--- config.mk ---
export PLATFORM = sky130hd
export DESIGN_NAME = deb_dma_cfg
export DESIGN_NICKNAME = d
export VERILOG_FILES = /design/src/design/deb_pkg.sv /design/src/design/deb_reset_sync.sv /design/src/design/deb_burst_seq.sv /design/src/design/deb_dma_cfg.sv
export VERILOG_INCLUDE_DIRS = /design/src /design/src/design
export SDC_FILE = /design/constraint.sdc
export NUM_CORES = 1
export LEC_CHECK = 0
export BUFFER_PORTS_ARGS = -buffer_cell sky130_fd_sc_hd__buf_2
export CAP_MARGIN = 0
export CORE_MARGIN = 4
export CORE_UTILIZATION = 45
export CTS_CLUSTER_DIAMETER = 40
export DETAILED_ROUTE_END_ITERATION = 16
export PLACE_DENSITY = 0.66
export SETUP_SLACK_MARGIN = 0.1
export SLEW_MARGIN = 20
export SYNTH_ARGS = -nofsm -noshare
export SYNTH_HDL_FRONTEND = slang
export SYNTH_SLANG_ARGS = --single-unit
--- constraint.sdc ---
create_clock -name clk -period 6.05 [get_ports clk]
set_input_delay 0.3025 -clock clk [delete_from_list [all_inputs] [get_ports clk]]
set_output_delay 0.3025 -clock clk [all_outputs]
set_load 0.03 [all_outputs]
--- src/design/deb_cfg.svh ---
// constants for the dma endpoint and burst configuration block
`ifndef DEB_CFG_SVH
`define DEB_CFG_SVH

// register byte addresses
`define DEB_ADDR_REASON 8'h50
`define DEB_ADDR_ENABLE 8'h54
`define DEB_ADDR_ENDP 8'h58
`define DEB_ADDR_BURST 8'h64

// reason and enable bit positions (same layout in both)
`define DEB_BIT_STOP 12
`define DEB_BIT_SHORT 10
`define DEB_BIT_DONE 8
`define DEB_IRQ_MASK 16'h1500

// endpoint register fields
`define DEB_EP_MSB 3
`define DEB_EP_LSB 1
`define DEB_DIR_BIT 0

// burst length field and reset values
`define DEB_BURST_MSB 12
`define DEB_BURST_LSB 0
`define DEB_ENABLE_RST 16'h0000
`define DEB_REASON_RST 16'h0000
`define DEB_ENDP_RST 4'h0
`define DEB_BURST_RST 13'h0004

// bytes moved per bus strobe in each bus mode
`define DEB_STEP_WORD 14'h0002
`define DEB_STEP_BYTE 14'h0001

`endif

--- src/design/deb_pkg.sv ---
// types shared by the dma endpoint and burst configuration block
`include "deb_cfg.svh"
package deb_pkg;

  // one-hot states of the burst request sequencer
  typedef enum logic [2:0]
  {
    DEB_IDLE = 3'b001,
    DEB_REQ = 3'b010,
    DEB_GAP = 3'b100
  } deb_burst_st_t;

  // complete state of the burst sequencer
  typedef struct packed
  {
    deb_burst_st_t st;
    logic [13:0] cnt;
    logic req;
  } deb_burst_state_t;

  // complete state of the register block
  typedef struct packed
  {
    logic [15:0] reason;
    logic [15:0] enable;
    logic [3:0] endp;
    logic [12:0] burst;
    logic [15:0] rdata;
    logic irq;
  } deb_top_state_t;

endpackage : deb_pkg

--- src/design/deb_reset_sync.sv ---
// reset release synchroniser
`timescale 1ns/1ps
module deb_reset_sync
(
  input wire logic clk,
  input wire logic rst_n,
  output logic rst_sync_n
);
  // two stage shift register, all state in one vector
  logic [1:0] sr_q;
  logic [1:0] sr_d;

  // shift in ones after release; assert is immediate
  always_comb
  begin
    sr_d = {sr_q[0], 1'b1};
  end

  // asynchronous assert, synchronous release
  always_ff @(posedge clk or negedge rst_n)
  begin
    if (!rst_n)
      sr_q <= 2'h0;
    else
      sr_q <= sr_d;
  end

  assign rst_sync_n = sr_q[1];
endmodule : deb_reset_sync

--- src/design/deb_burst_seq.sv ---
// burst byte counter driving the transfer request line
`timescale 1ns/1ps
`include "deb_cfg.svh"
module deb_burst_seq
(
  input wire logic clk,
  input wire logic rst_n,
  input wire logic bus_reset,
  input wire logic run,
  input wire logic xfer_strobe,
  input wire logic word_mode,
  input wire logic [12:0] burst_length,
  output logic request
);
  deb_pkg::deb_burst_state_t q, d;
  logic [13:0] sum;

  // next state: count bytes, drop request at the burst length
  always_comb
  begin
    d = q;
    sum = q.cnt + (word_mode ? `DEB_STEP_WORD : `DEB_STEP_BYTE);
    case (q.st)
      deb_pkg::DEB_IDLE:
      begin
        d.cnt = 14'h0000;
        d.req = run;
        if (run)
          d.st = deb_pkg::DEB_REQ;
      end
      deb_pkg::DEB_REQ:
      begin
        if (!run)
        begin
          d.st = deb_pkg::DEB_IDLE;
          d.req = 1'b0;
          d.cnt = 14'h0000;
        end
        else if (xfer_strobe && sum >= {1'b0, burst_length})
        begin
          // two low cycles, gap then idle, let the far end see the drop
          d.st = deb_pkg::DEB_GAP;
          d.req = 1'b0;
          d.cnt = 14'h0000;
        end
        else if (xfer_strobe)
          d.cnt = sum;
      end
      deb_pkg::DEB_GAP:
      begin
        d.st = deb_pkg::DEB_IDLE;
        d.req = 1'b0;
      end
      default:
      begin
        d.st = deb_pkg::DEB_IDLE;
        d.req = 1'b0;
        d.cnt = 14'h0000;
      end
    endcase
    // usb bus reset aborts any burst in flight
    if (bus_reset)
    begin
      d.st = deb_pkg::DEB_IDLE;
      d.req = 1'b0;
      d.cnt = 14'h0000;
    end
  end

  // state register
  always_ff @(posedge clk or negedge rst_n)
  begin
    if (!rst_n)
      q <= {deb_pkg::DEB_IDLE, 14'h0000, 1'b0};
    else
      q <= d;
  end

  assign request = q.req;

  // request drops the cycle after the burst byte count is reached
  property p_burst_drop;
    @(posedge clk) disable iff (!rst_n)
    (q.st == deb_pkg::DEB_REQ && run && xfer_strobe
      && sum >= {1'b0, burst_length}) |=> !request ##1 !request;
  endproperty
  a_burst_drop: assert property (p_burst_drop)
    else $error("request not dropped at burst length");
endmodule : deb_burst_seq

--- src/design/deb_dma_cfg.sv ---
// dma interrupt enable, endpoint select and burst length registers
//
// Added by the designer: strobed register access.
`timescale 1ns/1ps
`include "deb_cfg.svh"
module deb_dma_cfg
(
  input wire logic clk,
  input wire logic rst_n,
  input wire logic usb_bus_reset,
  input wire logic [7:0] reg_addr,
  input wire logic [15:0] reg_wdata,
  input wire logic reg_wr,
  input wire logic reg_rd,
  output logic [15:0] reg_rdata,
  input wire logic stop_reason_event,
  input wire logic short_end_event,
  input wire logic count_zero_event,
  input wire logic dma_run,
  input wire logic xfer_strobe,
  input wire logic word_mode,
  output logic [2:0] endpoint_select,
  output logic transfer_direction,
  output logic transfer_request_line,
  output logic dma_irq
);
  // synchronised reset used everywhere below
  logic rst_sync_n;

  // register state and its next value
  deb_pkg::deb_top_state_t q;
  deb_pkg::deb_top_state_t d;

  // one-hot register selects for reads and writes
  logic [3:0] wr_sel;
  logic [3:0] rd_sel;

  // bits hardware sets this cycle
  logic [15:0] reason_set;

  // bits cleared this cycle by software
  logic [15:0] reason_clr;

  // address decode, shared by the read and the write path
  function automatic logic [3:0] decode
  (
    input logic [7:0] addr
  );
    logic [3:0] sel;
    sel = 4'h0;
    case (addr)
      `DEB_ADDR_REASON: sel = 4'h1;
      `DEB_ADDR_ENABLE: sel = 4'h2;
      `DEB_ADDR_ENDP: sel = 4'h4;
      `DEB_ADDR_BURST: sel = 4'h8;
      // unmapped: nothing selected, reads give zero
      default: sel = 4'h0;
    endcase
    return sel;
  endfunction : decode

  // reset release through two flops
  deb_reset_sync u_rst
  (
    .clk(clk),
    .rst_n(rst_n),
    .rst_sync_n(rst_sync_n)
  );

  // burst sequencer follows the stored length
  // a length written mid-burst takes effect from the next strobe, so
  // software should only change it while no burst is running
  deb_burst_seq u_burst
  (
    .clk(clk),
    .rst_n(rst_sync_n),
    .bus_reset(usb_bus_reset),
    .run(dma_run),
    .xfer_strobe(xfer_strobe),
    .word_mode(word_mode),
    .burst_length(q.burst),
    .request(transfer_request_line)
  );

  // strobes never overlap, so decode is gated by each
  // each decode only has to look at its own strobe
  assign wr_sel = reg_wr ? decode(reg_addr) : 4'h0;
  assign rd_sel = reg_rd ? decode(reg_addr) : 4'h0;

  // next state of every register
  always_comb
  begin
    d = q;
    // read data live for one cycle only
    d.rdata = 16'h0000;
    // hardware events, one per reason bit
    reason_set = 16'h0000;
    reason_set[`DEB_BIT_STOP] = stop_reason_event;
    reason_set[`DEB_BIT_SHORT] = short_end_event;
    reason_set[`DEB_BIT_DONE] = count_zero_event;
    // write one clears a bit; a read clears the whole register
    reason_clr = 16'h0000;
    if (wr_sel[0])
      reason_clr = reg_wdata & `DEB_IRQ_MASK;
    if (rd_sel[0])
      reason_clr = `DEB_IRQ_MASK;
    // set wins over clear, so no event is lost
    // software must act on what it read: a flag raised in the read
    // cycle itself survives and shows up on the next read
    d.reason = (q.reason & ~reason_clr) | reason_set;
    // enables keep only the three defined bits
    if (wr_sel[1])
      d.enable = reg_wdata & `DEB_IRQ_MASK;
    // endpoint index and direction
    if (wr_sel[2])
      d.endp = reg_wdata[`DEB_EP_MSB:`DEB_DIR_BIT];
    // burst length, 13 bits
    if (wr_sel[3])
      d.burst = reg_wdata[`DEB_BURST_MSB:`DEB_BURST_LSB];
    // read mux; reserved bits read as zero
    case (rd_sel)
      4'h1: d.rdata = q.reason;
      4'h2: d.rdata = q.enable;
      4'h4: d.rdata = {12'h000, q.endp};
      4'h8: d.rdata = {3'h0, q.burst};
      default: d.rdata = 16'h0000;
    endcase
    // usb bus reset restores every reset value
    if (usb_bus_reset)
    begin
      d.reason = `DEB_REASON_RST;
      d.enable = `DEB_ENABLE_RST;
      d.endp = `DEB_ENDP_RST;
      d.burst = `DEB_BURST_RST;
    end
    // single level irq from the new state, so it tracks the flags
    // this saves a cycle of latency at the price of a longer path
    // from the strobes and events to the irq flop
    d.irq = |(d.reason & d.enable);
  end

  // all block state in one register
  // read data and irq have no stored value to restore, they are
  // simply forced quiet while reset stands
  always_ff @(posedge clk or negedge rst_sync_n)
  begin
    if (!rst_sync_n)
    begin
      q.reason <= `DEB_REASON_RST;
      q.enable <= `DEB_ENABLE_RST;
      q.endp <= `DEB_ENDP_RST;
      q.burst <= `DEB_BURST_RST;
      q.rdata <= 16'h0000;
      q.irq <= 1'b0;
    end
    else
      q <= d;
  end

  // outputs come straight from the state flops
  assign reg_rdata = q.rdata;
  assign endpoint_select = q.endp[`DEB_EP_MSB:`DEB_EP_LSB];
  assign transfer_direction = q.endp[`DEB_DIR_BIT];
  assign dma_irq = q.irq;

  // no enabled reason, no interrupt
  property p_irq_gated;
    @(posedge clk) disable iff (!rst_sync_n)
    (!reg_wr && (q.enable == 16'h0000)) |=> !dma_irq;
  endproperty
  a_irq_gated: assert property (p_irq_gated)
    else $error("irq raised with all enables off");

  // bus reset restores all enables and the burst length
  property p_bus_reset;
    @(posedge clk) disable iff (!rst_sync_n)
    usb_bus_reset |=> (q.enable == `DEB_ENABLE_RST)
      && (q.reason == `DEB_REASON_RST)
      && (q.burst == `DEB_BURST_RST) && !dma_irq
      && ({endpoint_select, transfer_direction} == `DEB_ENDP_RST)
      && !transfer_request_line;
  endproperty
  a_bus_reset: assert property (p_bus_reset)
    else $error("bus reset did not restore registers");

  // stop event with its enable set raises irq next cycle
  property p_stop_irq;
    @(posedge clk) disable iff (!rst_sync_n)
    (stop_reason_event && q.enable[`DEB_BIT_STOP] && !usb_bus_reset
      && !(reg_wr && reg_addr == `DEB_ADDR_ENABLE)) |=> dma_irq;
  endproperty
  a_stop_irq: assert property (p_stop_irq)
    else $error("stop reason did not raise irq");

  // short end event with its enable set raises irq
  property p_short_irq;
    @(posedge clk) disable iff (!rst_sync_n)
    (short_end_event && q.enable[`DEB_BIT_SHORT] && !usb_bus_reset
      && !(reg_wr && reg_addr == `DEB_ADDR_ENABLE)) |=> dma_irq;
  endproperty
  a_short_irq: assert property (p_short_irq)
    else $error("short end reason did not raise irq");

  // done event with its enable set raises irq
  property p_done_irq;
    @(posedge clk) disable iff (!rst_sync_n)
    (count_zero_event && q.enable[`DEB_BIT_DONE] && !usb_bus_reset
      && !(reg_wr && reg_addr == `DEB_ADDR_ENABLE)) |=> dma_irq;
  endproperty
  a_done_irq: assert property (p_done_irq)
    else $error("done reason did not raise irq");

  // endpoint write shows on the select outputs next cycle
  property p_endp_write;
    @(posedge clk) disable iff (!rst_sync_n)
    (reg_wr && reg_addr == `DEB_ADDR_ENDP && !usb_bus_reset)
      |=> (endpoint_select == $past(reg_wdata[`DEB_EP_MSB:`DEB_EP_LSB]))
      && (transfer_direction == $past(reg_wdata[`DEB_DIR_BIT]));
  endproperty
  a_endp_write: assert property (p_endp_write)
    else $error("endpoint select not updated");

  // direction holds between endpoint writes
  property p_dir_hold;
    @(posedge clk) disable iff (!rst_sync_n)
    !(reg_wr && reg_addr == `DEB_ADDR_ENDP) && !usb_bus_reset
      |=> $stable(transfer_direction);
  endproperty
  a_dir_hold: assert property (p_dir_hold)
    else $error("direction changed without a write");

  // burst write reads back as 13 bits two cycles on
  property p_burst_rb;
    @(posedge clk) disable iff (!rst_sync_n)
    (reg_wr && reg_addr == `DEB_ADDR_BURST && !usb_bus_reset)
      ##1 (reg_rd && reg_addr == `DEB_ADDR_BURST && !usb_bus_reset)
      |=> reg_rdata
        == {3'h0, $past(reg_wdata[`DEB_BURST_MSB:`DEB_BURST_LSB], 2)};
  endproperty
  a_burst_rb: assert property (p_burst_rb)
    else $error("burst length readback wrong");

  // counter zero sets the done flag even under a clear
  property p_done_set;
    @(posedge clk) disable iff (!rst_sync_n)
    (count_zero_event && !usb_bus_reset) |=> q.reason[`DEB_BIT_DONE];
  endproperty
  a_done_set: assert property (p_done_set)
    else $error("done flag not set");

  // write one clears the done flag when no event competes
  property p_done_clr;
    @(posedge clk) disable iff (!rst_sync_n)
    (reg_wr && reg_addr == `DEB_ADDR_REASON && reg_wdata[`DEB_BIT_DONE]
      && !count_zero_event) |=> !q.reason[`DEB_BIT_DONE];
  endproperty
  a_done_clr: assert property (p_done_clr)
    else $error("done flag not cleared by write");

  // irq follows the enabled reasons each cycle
  property p_irq_or;
    @(posedge clk) disable iff (!rst_sync_n)
    ##1 (dma_irq == |(q.reason & q.enable));
  endproperty
  a_irq_or: assert property (p_irq_or)
    else $error("irq not the or of enabled reasons");

  // enable writes keep the three defined bits only
  property p_enable_write;
    @(posedge clk) disable iff (!rst_sync_n)
    (reg_wr && reg_addr == `DEB_ADDR_ENABLE && !usb_bus_reset)
      |=> q.enable == ($past(reg_wdata) & `DEB_IRQ_MASK);
  endproperty
  a_enable_write: assert property (p_enable_write)
    else $error("enable register not written as expected");

  // a lone stop event with its enable off raises no irq
  property p_stop_gated;
    @(posedge clk) disable iff (!rst_sync_n)
    (stop_reason_event && q.reason == `DEB_REASON_RST
      && !q.enable[`DEB_BIT_STOP] && !short_end_event && !count_zero_event
      && !(reg_wr && reg_addr == `DEB_ADDR_ENABLE)) |=> !dma_irq;
  endproperty
  a_stop_gated: assert property (p_stop_gated)
    else $error("stop reason raised irq while disabled");

  // a lone short end event with its enable off raises no irq
  property p_short_gated;
    @(posedge clk) disable iff (!rst_sync_n)
    (short_end_event && q.reason == `DEB_REASON_RST
      && !q.enable[`DEB_BIT_SHORT] && !stop_reason_event && !count_zero_event
      && !(reg_wr && reg_addr == `DEB_ADDR_ENABLE)) |=> !dma_irq;
  endproperty
  a_short_gated: assert property (p_short_gated)
    else $error("short end reason raised irq while disabled");

  // a lone done event with its enable off raises no irq
  property p_done_gated;
    @(posedge clk) disable iff (!rst_sync_n)
    (count_zero_event && q.reason == `DEB_REASON_RST
      && !q.enable[`DEB_BIT_DONE] && !stop_reason_event && !short_end_event
      && !(reg_wr && reg_addr == `DEB_ADDR_ENABLE)) |=> !dma_irq;
  endproperty
  a_done_gated: assert property (p_done_gated)
    else $error("done reason raised irq while disabled");

  // read of the reason register clears it when no event competes
  property p_reason_rd_clr;
    @(posedge clk) disable iff (!rst_sync_n)
    (reg_rd && reg_addr == `DEB_ADDR_REASON && !stop_reason_event
      && !short_end_event && !count_zero_event)
      |=> q.reason == `DEB_REASON_RST;
  endproperty
  a_reason_rd_clr: assert property (p_reason_rd_clr)
    else $error("reason register not cleared by read");

  // endpoint index holds between endpoint writes
  property p_endp_hold;
    @(posedge clk) disable iff (!rst_sync_n)
    !(reg_wr && reg_addr == `DEB_ADDR_ENDP) && !usb_bus_reset
      |=> $stable(endpoint_select);
  endproperty
  a_endp_hold: assert property (p_endp_hold)
    else $error("endpoint select changed without a write");

  // burst length holds between burst writes
  property p_burst_hold;
    @(posedge clk) disable iff (!rst_sync_n)
    !(reg_wr && reg_addr == `DEB_ADDR_BURST) && !usb_bus_reset
      |=> $stable(q.burst);
  endproperty
  a_burst_hold: assert property (p_burst_hold)
    else $error("burst length changed without a write");

endmodule : deb_dma_cfg

# Word level (Yosys, flattened, before mapping)
# Cells that the tools add are included.
# classes
add_sub_neg	1
magnitude_cmp	1
n_eq_ne	15
n_mux	21
bitwise	4
n_reduce_logical	6
# op_table
operator	count
16-bit one-hot mux with 4 select lines	1
49-bit two-way mux	1
18-bit two-way mux	2
16-bit bitwise AND	2
8-bit by 7-bit equality test with 1-bit output (second input constant)	4
16-bit two-way mux	2
14-bit two-way mux	2
14-bit one-hot mux with 2 select lines	1
13-bit two-way mux	2
16-bit NOT	1
16-bit by 13-bit OR with 16-bit output	1
4-bit one-hot mux with 4 select lines	1
16-bit OR reduction	1
14-bit adder	1
14-bit by 13-bit greater-or-equal comparator with 1-bit output	1
4-bit two-way mux	3
3-bit two-way mux	2
3-bit one-hot mux with 2 select lines	1
5-bit by 4-bit inequality test with 1-bit output (second input constant)	1
4-bit by 1-bit equality test with 1-bit output (second input constant)	1
4-bit by 2-bit equality test with 1-bit output (second input constant)	1
4-bit by 3-bit equality test with 1-bit output (second input constant)	1
4-bit equality test (second input constant)	1
4-bit by 3-bit inequality test with 1-bit output (second input constant)	1
other kinds (11)	13
# totals
regBits	86
input_bits	35

# Logic depth before layout (Yosys ltp)
# Gate-level depths: netlist of run 1.
# logic_depth
word_depth	11
ltp_mapped	15
mapped_depth_nobuf	14

# By module
# From an unflattened synthesis of run 1, not the netlist that was laid out.
# hier_totals
hier_cells	413
area_unflattened_um2	4499.3
# modules_own_cells
module	n_inst	cells_each	area_per_inst_um2
deb_dma_cfg	1	244	2900.3
deb_burst_seq	1	166	1545.2
deb_reset_sync	1	3	53.8

# Worst setup path after synthesis of run 1
# No wires, ideal clock.
# synth_timing
kind	input to register
startpoint	input port word_mode
endpoint	register u_burst.q[12] in the netlist's numbering
setup_time_ns	0.086
t_arrival_ns	3.471
required_ns	5.964
slack_ns	2.493
path_stages	15
path_buffers	1
path_cell_list	inv_1 ha_1 inv_1 fa_1 or2_0 clkbuf_1 nor3_1 xor2_1 ha_1 and2_4 a221o_1 a31oi_2 o311ai_4 or3_4 o221ai_2
# synth_between
elab_chain_len	8
# synth_lines
item	line	source
from (decl)	deb_dma_cfg.sv:21	input wire logic word_mode,
2-bit two-way mux (no line) *	-	
14-bit adder *	deb_burst_seq.sv:22	sum = q.cnt + (word_mode ? `DEB_STEP_WORD : `DEB_STEP_BYTE);
14-bit by 13-bit greater-or-equal comparator with 1-bit output	deb_burst_seq.sv:39	else if (xfer_strobe && sum >= {1'b0, burst_length})
1-bit logical AND	deb_burst_seq.sv:39	
14-bit two-way mux	deb_burst_seq.sv:39	
18-bit two-way mux	deb_burst_seq.sv:33	if (!run)
14-bit one-hot mux with 2 select lines	deb_burst_seq.sv:23	case (q.st)
18-bit two-way mux	deb_burst_seq.sv:62	if (bus_reset)
to (signal assigned)	deb_burst_seq.sv:74	q <= {deb_pkg::DEB_IDLE, 14'h0000, 1'b0};
to (decl)	deb_burst_seq.sv:15	deb_pkg::deb_burst_state_t q, d;
# Every way passes the cells marked *; elsewhere a longest branch is shown, timed or not. The select of a mux whose other input is x is not followed.
# A chain may end at the register's enable or synchronous reset.

# Worst setup path after layout of run 1
# layout_timing
startpoint	register u_burst.q[1] in the netlist's numbering
endpoint	register u_burst.q[12] in the netlist's numbering
# layout_between
elab_chain_len	7
# layout_lines
item	line
14-bit adder *	deb_burst_seq.sv:22
14-bit by 13-bit greater-or-equal comparator with 1-bit output	deb_burst_seq.sv:39
1-bit logical AND	deb_burst_seq.sv:39
14-bit two-way mux	deb_burst_seq.sv:39
18-bit two-way mux	deb_burst_seq.sv:33
14-bit one-hot mux with 2 select lines	deb_burst_seq.sv:23
18-bit two-way mux	deb_burst_seq.sv:62
# Marks and branches as above.

==> results of run 1 <==
## cell usage after synthesis (2+ instances only)
| cell | instances |
|---|---|
| buf_2 | 4 |
| nand2_1 | 30 |
| dfrtp_1 | 84 |
| a22oi_1 | 4 |
| nor2b_1 | 16 |
| a21o_1 | 4 |
| ha_1 | 15 |
| o211ai_1 | 2 |
| and2_1 | 15 |
| buf_4 | 19 |
| xnor2_1 | 5 |
| nor3_1 | 2 |
| o21ai_0 | 4 |
| a21oi_1 | 6 |
| mux2i_1 | 20 |
| inv_1 | 28 |
| clkbuf_1 | 10 |
| a222oi_1 | 14 |
| o21ai_1 | 2 |
| a211oi_1 | 4 |
| xor2_1 | 6 |
| o21a_1 | 2 |
| nand3_1 | 3 |
| dfstp_2 | 2 |
| nor2_1 | 31 |
| nand4_1 | 4 |
| a22o_1 | 11 |
| or3_1 | 2 |
| nand2b_1 | 6 |
| nor3b_1 | 3 |
## repair_timing
action,CTS,global route
endpoints found under the hold margin,2,0
hold buffers,1,0
gates resized for setup,0,0
## sequential cells by signal, indices dropped and copies added (netlist names)
signal	count
transfer_direction	1
endpoint_select	3
u_burst.q	17
reg_rdata	16
q	45
u_burst.request	1
dma_irq	1
u_rst.sr_q	2
## worst max-delay path: stages, from the launching register on
cell      delay (ns)
dfrtp_1         0.37
ha_1            0.18
inv_1           0.06
fa_1            0.46
or2_0           0.38
nor3_1          0.26
xor2_1          0.24
ha_1            0.28
and2_4          0.17
a221o_1         0.32
a31oi_2         0.20
o311ai_4        0.19
or3_4           0.46
o221ai_2        0.15
## logic make-up after synthesis
| family | count (synthesis) | share of synthesized area, % |
|---|---|---|
| buf+inv | 61 | 7.29 |
| compound gates | 62 | 12.6 |
| mux | 20 | 4.78 |
| fa+ha+maj | 16 | 4.96 |
| xor+xnor | 11 | 2.30 |
| other cells | 1 | 0.0895 |
| simple gates | 128 | 16.6 |
| flops | 86 | 51.4 |
## layer usage
metal | routed length (µm) | vias to the layer above | track usage, %
met2 | 4190 | 84 | 26.3
met5 | 0 | - | 0
li1 | - | 1390 | -
met3 | 428 | 6 | 3.17
met1 | 4100 | 1442 | 24.6
met4 | 70 | 0 | 4.84
## how the worst max path moves through the flow
stage / endpoint / slack, ns / depth (start not counted)
after floorplan: u_burst.q[12] / 2.49 / 15
after global placement: u_burst.q[12] / 2.16 / 15
after detailed placement: u_burst.q[2] / 2.05 / 15
after CTS: u_burst.q[12] / 2.23 / 13
after global routing: u_burst.q[12] / 2.00 / 13
final: u_burst.q[12] / 2.25 / 13
## final cells by class
cell class | instances | area share (%)
multi-input cells | 238 | 37.4
repair buffers | 56 | 6.65
flip-flops and latches | 86 | 46.3
inverters | 28 | 2.25
clock inverters | 6 | 1.64
clock buffers | 10 | 2.95
well taps | 108 | 2.90
## stage by stage
stage | utilization, % | cells | area, µm² | power [µW] | worst slack, ns
6_report | 52.5 | 532 | 4670 | 1060 | 2.25
5_1_grt | 52.5 | 532 | 4670 | 1110 | 2.00
4_1_cts | 52.0 | 531 | 4630 | 1070 | 2.23
3_5_place_dp | 49.5 | 514 | 4400 | 639 | 2.05
3_3_place_gp | 49.5 | 514 | 4400 | 637 | 2.16
2_1_floorplan | - | 385 | 4190 | 617 | 2.49
## power breakdown
part / total [µW] / switching [µW] / internal [µW]
Clock: 433 / 223 / 210
Sequential: 585 / 6.24 / 578
Combinational: 45.0 / 27.8 / 17.1
Total: 1060 / 257 / 805
## cell usage in the layout, fill, tap and decap left out, types with 3 or more instances in the layout
master / instances
buf_2: 53
a22oi_1: 4
o21ai_0: 4
nor2_1: 31
clkbuf_8: 10
a21o_1: 4
nand3_1: 3
and2_1: 15
nor3b_1: 3
inv_1: 28
xor2_1: 6
nor2b_1: 16
nand4_1: 4
nand2_1: 30
ha_1: 15
mux2i_1: 20
nand2b_1: 6
a22o_1: 11
a222oi_1: 14
xnor2_1: 5
a21oi_1: 6
dfrtp_1: 83
a211oi_1: 4
==> metrics.md, run 1 <==
| Metric | Value |
|---|---|
| Largest net degree at the start of global routing | 85 |
| Vias | 2922 |
| Core area | 8890 µm² |
| Dominant cells by area after synthesis | dfrtp_1 (50%), mux2i_1 (4.8%), ha_1 (4.5%) |
| Wirelength, routed | about 9 mm |
| Critical path launch point | u_burst.q[1] |
| Final Cycle Share | between 60% and 70% |
| # nets final | 470 |
| P_leak | between 0.002 and 0.0025 µW |
| Crit path max fanout | 6 |
| Die Footprint | around 11000 µm² |
| Max Freq | approximately 260 MHz |
| Final Slew Violations | 0 |
| WS Path Type | flop to flop |
| Vias in the first global route | 2936 |
| Residual DRC | 0 |
| Crit path capture type | flop |
| Worst setup SP type | flop |
| Via/cell ratio | about 5.5 |
| Setup TNS | 0 ns |
| Initial drt markers | 197 |
| Yosys reg bits | 86 |
| Syn_area_per_cell | 10.9 µm² |
| Layout area overhead | 11.3% |
| Largest area contributor in the netlist | dfrtp_1 |
| RSZ-0062 raised after global routing | no |
| FFs w/ async S/R, synth | 100% |
| Effective utilization at floorplan | 47.1% |
| N_diodes | 0 |
| Htree depth | 3 |
| Initial antenna violation count | 0 |
| FF+latch area | about 2200 µm² |
| Max cap viols | 0 |
| Worst-path clk slew | around 0.090 ns |
| Setup Viol. Count Final | 0 |
| Post-CTS Setup Repair Bufs | 0 |
| Area of the multi-input gates | about 1700 µm² |
| Worst slew pin tran | 0.985 ns |
| Power Density | 228 nW/µm² |
| Seq/Total Area, Yosys | roughly half |
| Skew final | approximately 0.014 ns |
| Clock Sinks | 86 |
| Netlist cell types | 57 |
| Slew HR | between 30% and 40% |
| Filler Cell Count | roughly 810 |
| Antenna-violating nets left | 0 |
| Port bufs | 53 |
| Reg-to-reg slack, setup | 2.25 ns |
| Clock Path Buffers | 2 |
| Hold Crit Start | xfer_strobe |
| TritonCTS clock tree | done |
| Critical path required time | roughly 6.3 ns |
| Die X | ~100 µm |
| Placer Congestion | 0.859 |
| R2R cell count | 13 |
| VDD IR max | 0.000126 V |
| Post-synth EDFFs | 0 |
| RR Endpoint | u_burst.q[12] |
| Congestion Overflow GR | 0 |
| Root buffer cell | clkbuf_8 |
| Outcome | finished clean |
| Crit path time final | around 3.8 ns |
| # rows | 34 |
| Primary FF master, synth | dfrtp_1 |
| HP Class | input pin to flop |
| Clk Latency, worst-skew pair | about 0.36 ns |
| WHS Endpoint | u_burst.q[17] |
| Hpwl dp | 6.29 mm |
| First-pass GRT wire length | 15.0 mm |
| Drt pass-1 iters | 5 |
| # IOs | 57 |
| Mapped cell area | between 4000 and 5000 µm² |
| WHS Path Cells | 3 |
| Worst flop-to-flop path startpoint | u_burst.q[1] |
| GRT Total Usage | between 10% and 20% |
| Hold WS | 0.181 ns |
| Syn Inst Count | 385 |
| Die height | about 100 µm |
| Critical path arrival | approximately 4 ns |
| Ys Warns | 0 |
| WL per Instance | 16.5 µm |
| Synth top area share | around 50% |
| TritonCTS buffer count | 9 |
| Share of layout cells above drive strength 1 | between 20% and 30% |
| Hold Fails Final Rpt | 0 |
| Syn_nets | roughly 440 |
(Power assumes the default switching activity.)
==> run 2: changes to the inputs <==
--- a/config.mk
+++ b/config.mk
@@ -6,13 +6,14 @@
 export SDC_FILE = /design/constraint.sdc
 export NUM_CORES = 1
 export LEC_CHECK = 0
+export ABC_AREA = 1
 export BUFFER_PORTS_ARGS = -buffer_cell sky130_fd_sc_hd__buf_2
 export CAP_MARGIN = 0
 export CORE_MARGIN = 4
 export CORE_UTILIZATION = 45
 export CTS_CLUSTER_DIAMETER = 40
 export DETAILED_ROUTE_END_ITERATION = 16
-export PLACE_DENSITY = 0.66
+export PLACE_DENSITY = 0.68
 export SETUP_SLACK_MARGIN = 0.1
 export SLEW_MARGIN = 20
 export SYNTH_ARGS = -nofsm -noshare
==> constraint.sdc (replaced) <==
create_clock -name clk -period 3.3 [get_ports clk]
set_input_delay 0.165 -clock clk [delete_from_list [all_inputs] [get_ports clk]]
set_output_delay 0.165 -clock clk [all_outputs]
set_load 0.03 [all_outputs]
==> run 2 against run 1 <==
  * Synthesized area increased by 3.0%
  * Register-to-register slack got worse by 2.0 ns
  * Design area is 6.1% higher
  * First-iteration DRC count shrank 17%
  * Via count grew 14%
  * Setup slack got worse by 2.0 ns
  * Global-route usage up 0.11 points
  * Critical endpoint is now u_burst.q[1]
  * Largest cell class unchanged
  * Clock power increased by 100%
==> metrics.md, run 2 <==
| Metric | Value |
|---|---|
| Outcome | finished clean |
| HP Class | input pin to flop |
| Area of the multi-input gates | 1720 µm² (-1.4%) |
| Largest area contributor in the netlist | dfrtp_1 |
| Share of power burned in registers | 52.3% (-2.7 points) |
| Congestion Overflow GR | 0 (unchanged) |
| Root buffer cell | clkbuf_8 |
| Max cap viols | 0 (unchanged) |
| Residual DRC | 0 (unchanged) |
| Yosys reg bits | 86 (unchanged) |
| Worst-path clk slew | 0.09 ns (about the same) |
| Filler Cell Count | 877 (+8.9%) |
| Power Density | 416 nW/µm² (+83%) |
| Synth Area in Compound Gates | 6.99% (-5.6 points) |
| Vias in the first global route | 3238 (+10%) |
| # IOs | 57 (unchanged) |
| VDD IR max | 0.000246 V (+96%) |
| Vias | 3340 (+14%) |
| WL per Instance | 13.6 µm (-17%) |
| TritonCTS clock tree | done |
| Clock share of power | 43.0% (+2.3 points) |
| FF+latch area | 2160 µm² (unchanged) |
| Critical path required time | 3.59 ns (-2.74 ns) |
| Clock Sinks | 86 (unchanged) |
| WS Path Type | flop to flop |
| Mux contribution to synthesized area | 0% (-4.8 points) |
| Clock Path Buffers | 2 (unchanged) |
| Seq/Total Area, Yosys | 49.9% (-1.5 points) |
| Dominant cells by area after synthesis | dfrtp_1 (49%), nand2_1 (11%), inv_1 (7.2%) |
| Combinational fraction of design power | 4.6% (+0.4 points) |
| Most frequent cell after synthesis | nand2_1 |
| Die height | 106 µm (+1.4%) |
| Crit path max fanout | 8 (+2) |
| Clk Latency, worst-skew pair | 0.35 ns (about the same) |
| Die Footprint | 11200 µm² (+2.7%) |
| Share of layout cells above drive strength 1 | 20.5% (-0.49 points) |
| Most frequent cells in the layout | nand2_1 (127), inv_1 (83), dfrtp_1 (83) |
| Die X | 106 µm (+1.4%) |
| Worst setup SP type | flop |
| Htree depth | 3 (unchanged) |
| Effective utilization at floorplan | 46.5% (-0.66 points) |
| Critical path arrival | 3.33 ns (-0.75 ns) |
| Largest family of logic cells by synthesized area | simple AND/OR/NAND/NOR gates |
| Max reg flops | 45 (unchanged) |
| Crit path capture type | flop |
| Cell Int Power | 1600 µW (+99%) |
| Primary FF master, synth | dfrtp_1 |
| Hpwl dp | 6.58 mm (+4.5%) |
| Synth cell count leaders | nand2_1 (128), dfrtp_1 (84), inv_1 (83), nor2_1 (47), nand3_1 (22) |
| Antenna-violating nets left | 0 (unchanged) |
| Syn_nets | 558 (+28%) |
| Wirelength, routed | 9.35 mm (+6.3%) |
| Drt pass-1 iters | 4 (-1) |
| Simple-gate share of the synthesized area | 23.6% (+7.0 points) |
| Syn_area_per_cell | 8.51 µm² (-22%) |
| Top reg by flops | q |
| Syn Inst Count | 507 (+32%) |
| Synth top area share | 48.7% (-1.4 points) |
| M1 WL | 4.28 mm (+4.2%) |
| Initial antenna violation count | 0 (unchanged) |
| TritonCTS buffer count | 9 (unchanged) |
| Met3 WL | 578 µm (+35%) |
| Crit path time final | 3.05 ns (-0.757 ns) |
| Hold Fails Final Rpt | 0 (unchanged) |
| Setup Viol. Count Final | 0 (unchanged) |
| Sw Ratio | 22.3% (-1.9 points) |
| Post-synth EDFFs | 0 (unchanged) |
| RSZ-0062 raised after global routing | no |
| Setup TNS | 0 ns (unchanged) |
| Switching power | 459 µW (+78%) |
| Adder-cell share of the synthesized area | 4.81% (-0.14 points) |
| Mapped cell area | 4310 µm² (+3.0%) |
| Initial drt markers | 163 (-17%) |
| Highest metal used | met4 |
| Port bufs | 53 (unchanged) |
| Power, Total | 2060 µW (+94%) |
| XOR/XNOR share of the synthesized area | 2.41% (+0.11 points) |
| Netlist cell types | 38 (-33%) |
| FFs w/ async S/R, synth | 100% (unchanged) |
| Core area | 9280 µm² (+4.4%) |
| First-pass GRT wire length | 15.4 mm (+2.9%) |
| # nets final | 602 (+28%) |
| Met2 wire len | 4.30 mm (+2.5%) |
| Layout area overhead | 14.7% |
| Worst slew pin tran | 0.757 ns (-0.228 ns) |
| GRT Total Usage | 17.2% (+0.11 points) |
| Placer Congestion | 0.855 (-0.52%) |
| Via/cell ratio | 4.88 (-11%) |
| Skew final | 0.00985 ns (-0.00373 ns) |
| N_diodes | 0 (unchanged) |
| Largest net degree at the start of global routing | 85 (unchanged) |
| Ys Warns | 0 (unchanged) |
| P_leak | 0.00261 µW (+8.0%) |
| Slew HR | 49.4% (+15 points) |
| Final Slew Violations | 0 (unchanged) |
| Final Cycle Share | 92.3% (+29 points) |
| Max Freq | 328 MHz (+25%) |
| # rows | 35 (+2.9%) |
| Most common cell after layout, fill and taps aside | nand2_1 |
## run 2: cells by family (layout without fill, tap and decap cells)
| family | count (synthesis) | in the layout |
|---|---|---|
| xor+xnor | 11 | 11 |
| other cells | 1 | 1 |
| fa+ha+maj | 16 | 16 |
| simple gates | 229 | 230 |
| flops | 86 | 86 |
| compound gates | 48 | 48 |
| buf+inv | 116 | 164 |
## run 2: final cells by class
type	count	share of cell area [%]
multi-input combinational	306	34.7
timing repair buffer	60	6.77
inverter	88	6.67
sequential	86	43.6
clock buffer	9	2.50
clock inverter	7	2.45
tap	129	3.26
## run 2: path summary, 6_finish.rpt
kind / start / end / slack [ns] / cells after the start
worst max-delay path: u_burst.q[1] / u_burst.q[1] / 0.25 / 19
worst min-delay path: reg_wdata[6] / q[23] / 0.04 / 3
worst max register to register: u_burst.q[1] / u_burst.q[1] / 0.25 / 19
worst min register to register: u_rst.sr_q[1] / reg_rdata[15] / 0.33 / 0
max in group asynchronous: u_rst.sr_q[1] / u_burst.q[5] / 2.35 / 1
min in group asynchronous: rst_n / u_rst.sr_q[1] / 0.11 / 2
## run 2: worst max-delay path: stages (launching register included)
cell and delay [ns]:
dfrtp_1 0.36, ha_2 0.18, inv_1 0.06, fa_2 0.39
nor2_4 0.11, nand2_4 0.07, nor3b_4 0.29, nand3_1 0.13
xor2_1 0.22, inv_2 0.07, ha_1 0.29, nand3_2 0.08
inv_1 0.04, nand2_1 0.06, nand3b_1 0.09, nor2_2 0.14
nand2_4 0.12, nand2_8 0.13, nand3_1 0.07, nand2_1 0.07
## run 2: per-stage QoR
| step | setup WS (ns) | utilization [%] | hold slack, ns | instance area [µm²] | instances |
|---|---|---|---|---|---|
| finish | 0.254 | 53.3 | 0.0401 | 4950 | 685 |
| global route | 0.0196 | 53.3 | 0.0421 | 4950 | 685 |
| global placement | 0.263 | 49.1 | -0.0504 | 4560 | 662 |
| CTS | 0.180 | 51.9 | 0.0308 | 4820 | 680 |
| detailed placement | 0.159 | 49.1 | -0.0483 | 4560 | 662 |
| floorplan | 0.516 | - | -0.131 | 4310 | 507 |
## run 2: power by group through the flow
stage / clock network, µW / registers [µW] / logic (µW)
floorplan: 0 / 1110 / 42.9
global placement: 0 / 1110 / 78.0
detailed placement: 0 / 1110 / 79.5
CTS: 907 / 1090 / 81.7
global route: 949 / 1080 / 108
finish: 887 / 1080 / 95.5
## run 2: repair_timing
item	in CTS	in global routing
endpoints found under the setup margin	0	16
hold buffers	2	0
setup buffers	0	3
hold endpoints to repair	3	0
gates resized for setup	0	16
## run 2: metal layers
metal  vias to the layer above  track usage [%]
met2                       105             26.9
li1                       1652                -
met5                         -                0
met3                        16             2.79
met4                         0             6.85
met1                      1567             24.0
==> run 3: changes to the inputs <==
--- a/config.mk
+++ b/config.mk
@@ -9,6 +9,7 @@
 export ABC_AREA = 1
 export BUFFER_PORTS_ARGS = -buffer_cell sky130_fd_sc_hd__buf_2
 export CAP_MARGIN = 0
+export CORE_ASPECT_RATIO = 1.4
 export CORE_MARGIN = 4
 export CORE_UTILIZATION = 45
 export CTS_CLUSTER_DIAMETER = 40
@@ -18,4 +19,5 @@
 export SLEW_MARGIN = 20
 export SYNTH_ARGS = -nofsm -noshare
 export SYNTH_HDL_FRONTEND = slang
+export SYNTH_HIERARCHICAL = 1
 export SYNTH_SLANG_ARGS = --single-unit
==> run 3 against run 2 <==
  * Die area rose by 5.6%
  * Synthesized area is 5.9% higher
  * Clock skew down 0.0051 ns
  * Sequential share of layout area shrank 2.3 points
  * Register-to-register slack improved by 0.10 ns
  * Flip-flop and latch count is the same
  * Total power grew 10%
  * Maximum frequency up 3.4%
  * Clock power rose by 15%
  * First-iteration DRC count decreased by 7.4%
  * Setup slack improved by 0.10 ns
  * Count of clock-buffer cells in the layout unchanged
  * Highest routed layer unchanged
==> metrics.md, run 3 <==
| Metric | Value |
|---|---|
| Setup TNS | 0 ns (unchanged) |
| Final core utilization | 52.7% (-0.59 points) |
| Residual DRC | 0 (unchanged) |
| N_diodes | 0 (unchanged) |
| Most common cell after layout, fill and taps aside | nand2_1 |
| Skew final | 0.00476 ns (-0.00509 ns) |
| Max cap viols | 0 (unchanged) |
| Power Density | 435 nW/µm² (+4.5%) |
| Clk Latency, worst-skew pair | 0.34 ns (about the same) |
| TritonCTS clock tree | done |
| Ys Warns | 6 (+6) |
| Slowest-stage cell, CP | fa_2 |
| Placer Congestion | 0.814 (-4.8%) |
| Hpwl dp | 6.98 mm (+6.2%) |
| VDD IR max | 0.000259 V (+5.1%) |
| Die height | 127 µm (+20%) |
| Share of layout cells above drive strength 1 | 19.1% (-1.4 points) |
| Clock Sinks | 86 (unchanged) |
| Most frequent cells in the layout | nand2_1 (155), inv_1 (103), dfrtp_1 (83) |
| Worst-path clk slew | 0.06 ns (-0.03 ns) |
| HP Class | input pin to flop |
| Post-synth EDFFs | 0 (unchanged) |
| Worst setup SP type | flop |
| # IOs | 57 (unchanged) |
| Worst stage delay on the critical path | 0.39 ns (about the same) |
| Final Cycle Share | 89.3% (-3.0 points) |
| Effective utilization at floorplan | 46.1% (-0.32 points) |
| Yosys reg bits | 86 (unchanged) |
| Dominant cells by area after synthesis | dfrtp_1 (46%), nand2_1 (13%), inv_1 (8.6%) |
| First-pass GRT wire length | 16.3 mm (+5.9%) |
| Largest net degree at the start of global routing | 85 (unchanged) |
| Most frequent cell after synthesis | nand2_1 |
| Setup Viol. Count Final | 0 (unchanged) |
| WHS Path Cells | 3 (unchanged) |
| Max Freq | 339 MHz (+3.4%) |
| Critical path arrival | 3.18 ns (-0.15 ns) |
| Largest area contributor in the netlist | dfrtp_1 |
| WS Path Type | flop to flop |
| # rows | 43 (+23%) |
| Syn Inst Count | 582 (+15%) |
| Via/cell ratio | 4.75 (-2.6%) |
| Htree depth | 3 (unchanged) |
| R2R cell count | 17 (-2) |
| Seq/Total Area, Yosys | 47.2% (-2.8 points) |
| Max reg flops | 45 (unchanged) |
| Hold Fails Final Rpt | 0 (unchanged) |
| Mux contribution to synthesized area | 0% (unchanged) |
| Slew HR | 47.1% (-2.2 points) |
| Die X | 93.2 µm (-12%) |
| Vias in the first global route | 3647 (+13%) |
| Adder-cell share of the synthesized area | 4.55% (-0.27 points) |
| WL per Instance | 12.8 µm (-6.4%) |
| Core area | 9900 µm² (+6.6%) |
| Critical path required time | 3.53 ns (-0.06 ns) |
| # nets final | 670 (+11%) |
| TritonCTS buffer count | 9 (unchanged) |
| CP cell instances | ha_2 -> inv_2 -> fa_2 -> nor2_4 -> nand4_1 -> nor2_2 -> nand2_1 -> xor2_1 -> inv_1 -> ha_4 -> nand3_1 -> nor3_1 -> nand2_2 -> nand2_4 -> nand2_4 -> nand2_1 -> nand2_1 |
| Mapped cell area | 4570 µm² (+5.9%) |
| P_leak | 0.00292 µW (+12%) |
| Worst slew pin tran | 0.790 ns (+0.0329 ns) |
| Largest family of logic cells by synthesized area | simple AND/OR/NAND/NOR gates |
| Synth Area in Compound Gates | 5.56% (-1.4 points) |
| Primary FF master, synth | dfrtp_1 |
| Clock Path Buffers | 2 (unchanged) |
| Antenna-violating nets left | 0 (unchanged) |
| Syn_area_per_cell | 7.85 µm² (-7.8%) |
| Synth cell count leaders | nand2_1 (159), inv_1 (105), dfrtp_1 (84), nor2_1 (66), nand3_1 (35) |
| Outcome | finished clean |
| Congestion Overflow GR | 0 (unchanged) |
| Port bufs | 53 (unchanged) |
| XOR/XNOR share of the synthesized area | 1.34% (-1.1 points) |
| Initial drt markers | 151 (-7.4%) |
| Syn_nets | 633 (+13%) |
| Root buffer cell | clkbuf_16 |
| Initial antenna violation count | 0 (unchanged) |
| FFs w/ async S/R, synth | 100% (unchanged) |
| CP dominant cell by count | nand2_1 |
| Netlist cell types | 34 (-11%) |
| Wirelength, routed | 9.70 mm (+3.8%) |
| Crit path max fanout | 6 (-2) |
| GRT Total Usage | 17.4% (+0.18 points) |
| Layout area overhead | 14.3% |
| Die Footprint | 11900 µm² (+5.6%) |
| Crit path time final | 2.95 ns (-0.0997 ns) |
| RSZ-0062 raised after global routing | yes |
| Simple-gate share of the synthesized area | 27.4% (+3.8 points) |
| Synth top area share | 46.0% (-2.7 points) |
| Final Slew Violations | 0 (unchanged) |
| Drt pass-1 iters | 5 (+1) |
| Top reg by flops | q |
| Vias | 3605 (+7.9%) |
| Crit path capture type | flop |
## run 3: logic make-up (layout without fill, tap and decap cells)
logic type | count (synthesis) | count (layout)
and+or+nand+nor | 292 | 293
buffers and inverters | 142 | 183
other | 1 | 1
DFF | 86 | 86
AOI/OAI and AO/OA | 38 | 38
adders and majority gates | 16 | 16
xor gates and xnor gates | 7 | 7
## run 3: power breakdown
part	switching [µW]	internal, µW	leakage [µW]	total, µW
sequential	25.2	1080	0.00117	1100
clock	429	589	0.000142	1020
combinational	99.2	49.9	0.00161	149
total	553	1720	0.00292	2270
## run 3: worst max-delay path, delay by kind of cell (launching register included)
family	cells	cell delay, ns
flip-flops	1	0.36
AND/OR/NAND/NOR	11	1.31
adder cells (fa/ha/maj)	3	0.87
buffers and inverters	2	0.14
XOR/XNOR	1	0.17
## run 3: final cells by class
type	instances	area, µm²
Clock buffer	9	225
Timing Repair Buffer	59	333
Sequential cell	86	2160
Fill cell	978	4680
Tap cell	135	169
Multi-Input combinational cell	355	1860
Clock inverter	7	72.6
Inverter	108	405
## run 3: metal layers
metal | routed length [µm] | GRT usage (%) | part of all wire, %
met1 | 4030 | 19.6 | 42
met2 | 5200 | 32.2 | 54
met3 | 260 | 2.77 | 2.7
met4 | 210 | 6.82 | 2.2
met5 | 0 | 0 | 0
## run 3: timing repair
action,4_1_cts,5_1_grt
hold buffers,1,0
hold endpoints to repair,2,0
endpoints found under the setup margin,10,16
resized for setup,1,19
pin swaps,0,9
buffers inserted,0,2
cloned,0,1
## run 3: path summary, 6_finish.rpt
kind                               start       endpoint  slack [ns]
min in group asynchronous          rst_n  u_rst/sr_q[1]        0.13
min reg2reg                u_rst/sr_q[1]   u_burst/q[1]        0.27
min                        reg_wdata[11]          q[28]        0.06
max                         u_burst/q[1]  u_burst/q[10]        0.35
max in group asynchronous  u_rst/sr_q[1]          q[23]        2.41
max reg2reg                 u_burst/q[1]  u_burst/q[10]        0.35
## run 3: through the flow
step           power, µW  hold WS [ns]  cell area, µm²  cells  setup slack (ns)
2_1_floorplan       1210        -0.131            4570    582             0.465
3_3_place_gp        1260       -0.0496            4790    738             0.145
3_5_place_dp        1270       -0.0472            4790    738            0.0487
4_1_cts             2290        0.0550            5100    755             0.136
5_1_grt             2350        0.0768            5220    759            0.0373
6_report            2270        0.0616            5220    759             0.353
